$ cat src/rtl/can_rx_opts_defs.svh
// register offsets, field positions and reset values of the option block
`ifndef CAN_RX_OPTS_DEFS_SVH
`define CAN_RX_OPTS_DEFS_SVH

`define OFS_GLOBAL_CONFIG   12'h000
`define OFS_PAYLOAD_SIZE    12'h004
`define OFS_ERROR_FLAGS     12'h008
`define OFS_TIMESTAMP       12'h00C

`define CFG_DCE_BIT         0
`define CFG_DRE_BIT         1
`define CFG_MME_BIT         2
`define CFG_CLKSRC_BIT      3
`define CFG_OVFMODE_BIT     4
`define CFG_TSSRC_BIT       5
`define CFG_TSCH_LSB        8
`define CFG_TSDIV_LSB       12
`define CFG_RESET           32'h0000_0000
`define CFG_WMASK           32'h0000_F33F

`define PLS_RXBUF_LSB       0
`define PLS_RXFIFO_LSB      4
`define PLS_TXRX_LSB        8
`define PLS_RESET           32'h0000_0000
`define PLS_WMASK           32'h0000_0777

`define ERR_DLC_BIT         0
`define ERR_OVF_BIT         1

`define TS_RESET            16'h0000
`define DEST_RXBUF          2'h0
`define DEST_RXFIFO         2'h1
`define DEST_TXRXFIFO       2'h2

`endif

$ cat src/rtl/can_rx_opts_pkg.sv
// types shared by the receive option block
package can_rx_opts_pkg;
    typedef logic [3:0]  dlc_t;
    typedef logic [2:0]  pls_t;
    typedef logic [1:0]  dest_t;
    typedef logic [15:0] stamp_t;
    typedef logic [6:0]  nbytes_t;
endpackage

$ cat src/rtl/can_rx_global_filter_options.sv
// global receive options: dlc filter, mirror, overflow, timestamp, apb
// Summary of operation
// - dlc check on filters accepted frames
// - dlc check off skips length comparison
// - pass when frame dlc at least rule
// - shorter frame dropped, dlc error recorded
// - substitution only while dlc check on
// - substitution stores rule dlc, zero tail
// - no substitution stores own dlc, bytes
// - mirror feeds own frames to rules
// - loopback target bit selects frame origin
// - global bit selects can clock source
// - overflow mode 0 discards oversized frame
// - overflow mode 1 truncates oversized frame
// - 3-bit payload size per buffer kind
// - 16-bit wrapping timestamp counter
// - timestamp captured at start of frame
// - timestamp from pclk/2 or bit clock
// - timestamp tick passes through divider
// - bit clock source halts with channel
// - pclk/2 source ignores channel modes
// - oversized payload sets overflow flag
`timescale 1ns/1ps
`default_nettype none
`include "can_rx_opts_defs.svh"

module can_rx_global_filter_options #(
    parameter int NUM_CH     = 4,
    parameter int DATA_BYTES = 64
) (
    input  wire logic                        clk_sys,
    input  wire logic                        rst_n,
    input  wire logic                        psel,
    input  wire logic                        penable,
    input  wire logic                        pwrite,
    input  wire logic [11:0]                 paddr,
    input  wire logic [31:0]                 pwdata,
    output logic      [31:0]                 prdata,
    output logic                             pready,
    output logic                             pslverr,
    input  wire logic [NUM_CH-1:0]           chan_bit_tick,
    input  wire logic [NUM_CH-1:0]           chan_stopped,
    input  wire logic                        frm_sof,
    input  wire logic                        frm_valid,
    input  wire logic                        frm_is_own,
    input  wire can_rx_opts_pkg::dlc_t       frm_dlc,
    input  wire logic [8*DATA_BYTES-1:0]     frm_data,
    input  wire logic                        rule_loopback_target,
    input  wire can_rx_opts_pkg::dlc_t       rule_dlc,
    input  wire can_rx_opts_pkg::dest_t      frm_dest,
    output logic                             st_valid,
    output can_rx_opts_pkg::dlc_t            st_dlc,
    output logic      [8*DATA_BYTES-1:0]     st_data,
    output can_rx_opts_pkg::stamp_t          st_timestamp,
    output can_rx_opts_pkg::dest_t           st_dest,
    output logic                             can_clock_source_select
);
    import can_rx_opts_pkg::*;

    if (NUM_CH < 1 || NUM_CH > 4 || DATA_BYTES != 64)
    begin : g_bad_params
        $error("unsupported channel count or payload width");
    end

    function automatic nbytes_t dlc_bytes(input dlc_t d);
        case (d)
            4'h9:    dlc_bytes = 7'd12;
            4'hA:    dlc_bytes = 7'd16;
            4'hB:    dlc_bytes = 7'd20;
            4'hC:    dlc_bytes = 7'd24;
            4'hD:    dlc_bytes = 7'd32;
            4'hE:    dlc_bytes = 7'd48;
            4'hF:    dlc_bytes = 7'd64;
            default: dlc_bytes = {3'h0, d};
        endcase
    endfunction

    function automatic nbytes_t pls_bytes(input pls_t p);
        pls_bytes = dlc_bytes(4'h8 + {1'b0, p});
    endfunction

    logic [31:0]     cfg_ff;
    logic [31:0]     pls_ff;
    logic [1:0]      err_ff;
    stamp_t          ts_ff;
    logic            half_ff;
    logic [15:0]     div_ff;
    stamp_t          sof_ts_ff;

    // apb decode
    logic            setup;
    logic            wr_en;
    logic            mapped;
    logic [31:0]     rd_mux;

    assign setup  = psel && !penable;
    assign wr_en  = psel && penable && pwrite && mapped;
    assign pready = 1'b1;

    always_comb
    begin
        mapped = 1'b1;
        rd_mux = 32'h0000_0000;
        if (paddr == `OFS_GLOBAL_CONFIG)
            rd_mux = cfg_ff;
        else if (paddr == `OFS_PAYLOAD_SIZE)
            rd_mux = pls_ff;
        else if (paddr == `OFS_ERROR_FLAGS)
            rd_mux = {30'h0, err_ff};
        else if (paddr == `OFS_TIMESTAMP)
            rd_mux = {16'h0, ts_ff};
        else
            mapped = 1'b0;
    end

    assign pslverr = psel && penable && !mapped;

    always_ff @(posedge clk_sys)
    begin
        if (!rst_n)
            prdata <= 32'h0000_0000;
        else if (setup && !pwrite)
            prdata <= rd_mux;
    end

    // is kept by software; writes land whatever the channel mode
    always_ff @(posedge clk_sys)
    begin
        if (!rst_n)
            cfg_ff <= `CFG_RESET;
        else if (wr_en && paddr == `OFS_GLOBAL_CONFIG)
            cfg_ff <= pwdata & `CFG_WMASK;
    end

    always_ff @(posedge clk_sys)
    begin
        if (!rst_n)
            pls_ff <= `PLS_RESET;
        else if (wr_en && paddr == `OFS_PAYLOAD_SIZE)
            pls_ff <= pwdata & `PLS_WMASK;
    end

    logic            dce;
    logic            dlc_substitute_enable;
    logic            mirror_enable;
    logic            ovf_mode;
    logic            ts_from_ch;
    logic [1:0]      ts_ch;
    logic [3:0]      ts_div;

    assign dce        = cfg_ff[`CFG_DCE_BIT];
    assign dlc_substitute_enable        = cfg_ff[`CFG_DRE_BIT];
    assign mirror_enable        = cfg_ff[`CFG_MME_BIT];
    assign ovf_mode   = cfg_ff[`CFG_OVFMODE_BIT];
    assign ts_from_ch = cfg_ff[`CFG_TSSRC_BIT];
    assign ts_ch      = cfg_ff[`CFG_TSCH_LSB +: 2];
    assign ts_div     = cfg_ff[`CFG_TSDIV_LSB +: 4];
    assign can_clock_source_select = cfg_ff[`CFG_CLKSRC_BIT];

    // frame qualification
    logic            rule_hit;
    logic            check_on;
    logic            dlc_reject;
    logic            subst;
    pls_t            dest_pls;
    nbytes_t         buf_bytes;
    nbytes_t         rx_bytes;
    nbytes_t         keep_bytes;
    logic            overflow;
    logic            do_store;
    logic            set_dlc_err;
    logic            set_ovf;

    always_comb
    begin
        rule_hit = frm_valid &&
            (rule_loopback_target ? (frm_is_own && mirror_enable) : !frm_is_own);
        check_on   = dce && (rule_dlc != 4'h0);
        dlc_reject = check_on && (frm_dlc < rule_dlc);
        subst      = check_on && dlc_substitute_enable;
        if (frm_dest == `DEST_RXBUF)
            dest_pls = pls_ff[`PLS_RXBUF_LSB +: 3];
        else if (frm_dest == `DEST_RXFIFO)
            dest_pls = pls_ff[`PLS_RXFIFO_LSB +: 3];
        else
            dest_pls = pls_ff[`PLS_TXRX_LSB +: 3];
        buf_bytes = pls_bytes(dest_pls);
        rx_bytes  = dlc_bytes(frm_dlc);
        overflow  = rx_bytes > buf_bytes;
        keep_bytes = subst ? dlc_bytes(rule_dlc) : rx_bytes;
        if (keep_bytes > buf_bytes)
            keep_bytes = buf_bytes;
        do_store    = rule_hit && !dlc_reject && (!overflow || ovf_mode);
        set_dlc_err = rule_hit && dlc_reject;
        set_ovf     = rule_hit && !dlc_reject && overflow;
    end

    // error flags: write one to clear, a new event beats the clear
    always_ff @(posedge clk_sys)
    begin
        if (!rst_n)
            err_ff <= 2'h0;
        else
        begin
            err_ff[`ERR_DLC_BIT] <= set_dlc_err || (err_ff[`ERR_DLC_BIT] &&
                !(wr_en && paddr == `OFS_ERROR_FLAGS &&
                  pwdata[`ERR_DLC_BIT]));
            err_ff[`ERR_OVF_BIT] <= set_ovf || (err_ff[`ERR_OVF_BIT] &&
                !(wr_en && paddr == `OFS_ERROR_FLAGS &&
                  pwdata[`ERR_OVF_BIT]));
        end
    end

    // store path
    logic [8*DATA_BYTES-1:0] masked;

    always_comb
    begin
        masked = frm_data;
        for (int i = 0; i < DATA_BYTES; i++)
        begin
            if (i >= int'(keep_bytes))
                masked[8*i +: 8] = 8'h00;
        end
    end

    always_ff @(posedge clk_sys)
    begin
        if (!rst_n)
            st_valid <= 1'b0;
        else
            st_valid <= do_store;
    end

    always_ff @(posedge clk_sys)
    begin
        if (!rst_n)
        begin
            st_dlc       <= 4'h0;
            st_data      <= '0;
            st_timestamp <= `TS_RESET;
            st_dest      <= `DEST_RXBUF;
        end
        else if (do_store)
        begin
            st_dlc       <= subst ? rule_dlc : frm_dlc;
            st_data      <= masked;
            st_timestamp <= sof_ts_ff;
            st_dest      <= frm_dest;
        end
    end

    // timestamp source, divider and counter
    logic            src_tick;
    logic            ch_run;
    logic [15:0]     div_mask;
    logic            ts_tick;

    assign ch_run   = !chan_stopped[ts_ch];
    assign src_tick = ts_from_ch ? (chan_bit_tick[ts_ch] && ch_run)
                                 : half_ff;
    assign div_mask = 16'hFFFF >> (5'h10 - {1'b0, ts_div});
    assign ts_tick  = src_tick && ((div_mask & ~div_ff) == 16'h0000
                                   || ts_div == 4'h0);

    always_ff @(posedge clk_sys)
    begin
        if (!rst_n)
            half_ff <= 1'b0;
        else
            half_ff <= !half_ff;
    end

    always_ff @(posedge clk_sys)
    begin
        if (!rst_n)
            div_ff <= 16'h0000;
        else if (src_tick)
            div_ff <= ts_tick ? 16'h0000 : div_ff + 16'h0001;
    end

    always_ff @(posedge clk_sys)
    begin
        if (!rst_n)
            ts_ff <= `TS_RESET;
        else if (ts_tick)
            ts_ff <= ts_ff + 16'h0001;
    end

    always_ff @(posedge clk_sys)
    begin
        if (!rst_n)
            sof_ts_ff <= `TS_RESET;
        else if (frm_sof)
            sof_ts_ff <= ts_ff;
    end
endmodule
`default_nettype wire

$ cat config.mk
export PLATFORM = sky130hd
export DESIGN_NAME = can_rx_global_filter_options
export DESIGN_NICKNAME = d
export VERILOG_FILES = /design/src/rtl/can_rx_opts_pkg.sv /design/src/rtl/can_rx_global_filter_options.sv
export VERILOG_INCLUDE_DIRS = /design/src /design/src/rtl
export SDC_FILE = /design/constraint.sdc
export NUM_CORES = 1
export LEC_CHECK = 0
export ABC_AREA = 1
export BUFFER_PORTS_ARGS = -buffer_cell sky130_fd_sc_hd__buf_4
export CORE_AREA = 2 2 450 452
export CTS_BUF_LIST = sky130_fd_sc_hd__clkbuf_4
export CTS_CLUSTER_DIAMETER = 60
export CTS_CLUSTER_SIZE = 40
export DETAILED_ROUTE_END_ITERATION = 8
export DIE_AREA = 0 0 452 454
export GPL_TIMING_DRIVEN = 0
export SKIP_LAST_GASP = 1
export SYNTH_ARGS = -nofsm -noshare
export SYNTH_HDL_FRONTEND = slang
export SYNTH_SLANG_ARGS = --single-unit
$ cat constraint.sdc
create_clock -name clk_sys -period 4.6 [get_ports clk_sys]
set_clock_uncertainty 0.05 [all_clocks]
set_input_delay 0.92 -clock clk_sys [delete_from_list [all_inputs] [get_ports clk_sys]]
set_output_delay 0.92 -clock clk_sys [all_outputs]
set_load 0.05 [all_outputs]
==> metrics.json <==
{
  "status": {
    "status": "complete, no violations"
  },
  "synth": {
    "post_synth_fa_ha_maj_area_fraction": 0.00967,
    "compound_cell_area_share_of_the_yosys_netlist": 0.227,
    "synth_area_um2": 24600,
    "synth_seq_cells": 623,
    "top_cell_type_s_share_of_synthesized_area": 0.507,
    "synth_largest_area_cell": "sky130_fd_sc_hd__dfxtp_1",
    "postSynthCellCount": 3148,
    "synth_top_family_by_area": "compound AO/OA/AOI/OAI gates",
    "ys_top_cells_by_count": "sky130_fd_sc_hd__dfxtp_1, sky130_fd_sc_hd__a21oi_1, sky130_fd_sc_hd__o21ai_0",
    "synth-edff-count": 0,
    "synth_simple_gate_area_frac": 0.179,
    "synth_top_flop_cell": "sky130_fd_sc_hd__dfxtp_1",
    "yosys.cell_count.top_type": "sky130_fd_sc_hd__dfxtp_1",
    "post_synth_mux_area_share": 0,
    "synth_cell_type_count": 45,
    "asyncSetResetFlopFracSynth": 0,
    "syn_area_per_cell_um2": 7.81,
    "yosysSeqAreaShare": 0.507,
    "synthXorXnorAreaFrac": 0.00606,
    "synth_top_cells_by_area": "sky130_fd_sc_hd__dfxtp_1, sky130_fd_sc_hd__a21oi_1, sky130_fd_sc_hd__o21ai_0, sky130_fd_sc_hd__nand2_1, sky130_fd_sc_hd__nor2_1",
    "synth-warning-count": 0
  },
  "sta": {
    "max_freq_mhz": 232,
    "timing.final.crit_period_ps": 4310,
    "final-setup-viol-count": 0,
    "hold-worst-slack_ps": 173,
    "finalHoldViolations": 0,
    "slew_headroom": 0.0583,
    "worst_slack_ps": 294,
    "final_number_of_max_transition_violations": 0,
    "rsz_0062_raised_after_global_routing": "true",
    "fin_tns_setup_ps": 0,
    "tightest_slew_ps": 1410,
    "layout_worst_path_cycle_share": 0.936
  },
  "hold_path": {
    "hold_crit_path_type": "input port to flip-flop"
  },
  "critical_path": {
    "critical_path.endpoint_type": "flip-flop",
    "cp_max_fo": 10,
    "worstSetupStartpointType": "flip-flop",
    "worst_path_max_delay_cell": "sky130_fd_sc_hd__buf_4",
    "path_common_cell": "sky130_fd_sc_hd__nand2_1",
    "worst_path_largest_cell_delay_ps": 470,
    "worstSetupPathType": "flip-flop to flip-flop",
    "critical_path_required_ps": 5620,
    "crit_path_cell_trace": "inv_1 > nand2_1 > nand3_4 > o21ai_2 > o21ai_0 > ha_1 > nand2_1 > inv_1 > nand2_1 > inv_1 > nand2_1 > nor2_1 > nand4_1 > and2_1 > nand2_1 > nand2_2 > inv_2 > buf_4 > buf_2 > nand3_1 > a21oi_1",
    "worstPathArrival_ps": 5330
  },
  "floorplanning": {
    "design.core.area_um2": 201000,
    "full_die_area_um2": 205000,
    "boundaryPins": 1153,
    "start_util": 0.122,
    "num_rows": 165,
    "chipHeight_um": 454,
    "chipWidth_um": 452
  },
  "routing": {
    "vias": 31300,
    "detail-route-antenna-nets": 0,
    "first_pass_iters": 6,
    "drtIter0Drc": 3050,
    "routed_via_density": 4.08,
    "wl_per_cell_um": 25.3,
    "postRouteWirelength_um": 194000,
    "drt_drc_violations_left": 0
  },
  "cells_and_area": {
    "area_of_the_multi_input_gates_um2": 10500,
    "finish.instance_area_um2": 43000,
    "num-fill-cells": 22300,
    "finalCoreUtilization": 0.214,
    "register_area_um2": 12500,
    "drive_above_1_share": 0.288,
    "final_net_count": 5473,
    "synthToLayoutAreaGrowth_pct": 74.8,
    "stdcell_count": 7654
  },
  "power": {
    "design_power_total_mw": 14.8,
    "peak_supply_drop_mv": 0.234,
    "leakagePower_nw": 18.2,
    "pwr_density_cell_nw_per_um2": 345
  },
  "clocking": {
    "clock_tree.root_cell": "sky130_fd_sc_hd__clkbuf_4",
    "clk_path_buf_depth": 3,
    "tritoncts.num_buffers": 74,
    "tritoncts_clock_tree": "done",
    "clock_sink_count": 623,
    "clock_tree.htree_level_count": 3,
    "clk_pin_slew_ps": 170,
    "clk-insertion-delay-late_ps": 1060
  },
  "placed_design": {
    "io_buffer_count": 1115,
    "post_dp_cell_area_um2": 36400,
    "place_worst_setup_slack_ps": -984,
    "dp_hpwl_um": 163000,
    "finalWeightedCongestion": 0.983,
    "place_inst": 6954
  },
  "global_route": {
    "grt_first_pass_wirelength_um": 253000,
    "grt_overflow_total": 0,
    "track_usage": 0.179,
    "largest_net_degree_at_the_start_of_global_routing": 24,
    "via_count_of_the_first_global_routing_pass": 29900,
    "grt_antenna_before_repair": 72
  },
  "flow_run": {
    "max_cap_viols": 0
  }
}
==> cells in the final DEF (no fill, tap or decap), types with 23 or more instances in the layout <==
cell and instances:
sky130_fd_sc_hd__inv_1 108, sky130_fd_sc_hd__a21oi_2 23, sky130_fd_sc_hd__clkbuf_1 134, sky130_fd_sc_hd__nor2_1 365, sky130_fd_sc_hd__dfxtp_1 623, sky130_fd_sc_hd__a21oi_1 566
sky130_fd_sc_hd__diode_2 50, sky130_fd_sc_hd__buf_4 1147, sky130_fd_sc_hd__dlygate4sd3_1 513, sky130_fd_sc_hd__nand3_1 209, sky130_fd_sc_hd__buf_2 58, sky130_fd_sc_hd__o21ai_0 439
sky130_fd_sc_hd__clkbuf_4 80, sky130_fd_sc_hd__nand2_1 393
==> final timing paths <==
| kind | from | endpoint | slack (ps) | cells past startpoint |
|---|---|---|---|---|
| max | pls_ff[10] | st_data[463] | 290 | 21 |
| min | frm_dest[1] | st_dest[1] | 170 | 3 |
| max reg2reg | pls_ff[10] | st_data[463] | 290 | 21 |
| min reg2reg | half_ff | half_ff | 390 | 1 |
==> kinds of logic (layout without fill, tap and decap cells) <==
group                    count (synthesis)  in the layout
XOR/XNOR                                17             17
AND/OR/NAND/NOR                       1039           1039
AO/OA/AOI/OAI                         1072           1072
buffers and inverters                  376           2141
other                                    2             71
adder cells (fa/ha/maj)                 19             19
flip-flops                             623            623
==> critical path: cells and delay by family, from the launching register on <==
family	cells	cell delay (ps)
adders and majority gates	1	350
and+or+nand+nor	11	1320
DFF	1	460
buffers and inverters	6	1400
AOI/OAI and AO/OA	3	750
==> metal layers <==
metal,GRT usage,part of all wire,vias up
li1,-,-,14200
met1,0.205,0.38,15000
met2,0.293,0.47,1710
met3,0.0672,0.11,419
met4,0.0879,0.049,12
met5,0,0.00042,-
==> timing repair <==
action / 4_1_cts / 5_1_grt
hold endpoints to repair: 519 / 0
setup endpoints to repair: 21 / 51
pin swaps: 0 / 0
gates cloned: 0 / 0
hold buffers: 513 / 0
resized for setup: 4 / 17
setup buffers: 0 / 0
==> area by class of cell <==
type | instances | share of cell area
inverter | 115 | 0.0100
timing repair buffer | 1628 | 0.314
clock buffer | 78 | 0.0136
sequential | 623 | 0.290
clock inverter | 59 | 0.0170
tap | 2672 | 0.0778
multi-input combinational | 2168 | 0.243
buffer | 261 | 0.0307
antenna | 50 | 0.00291
==> registers in the layout (all words and copies together), names as in the netlist <==
name / flops
ts_ff: 16
st_valid: 1
pls_ff: 9
prdata: 16
st_data: 512
cfg_ff: 12
st_dlc: 4
half_ff: 1
err_ff: 2
div_ff: 16
st_timestamp: 16
sof_ts_ff: 16
st_dest: 2
==> where the power goes <==
part	switching (mW)	total (mW)	internal, mW
Sequential	0.223	5.96	5.74
Clock	2.71	4.01	1.30
Combinational	3.35	4.87	1.52
Total	6.28	14.8	8.56
No activity file was read; power rests on OpenSTA's default activity.
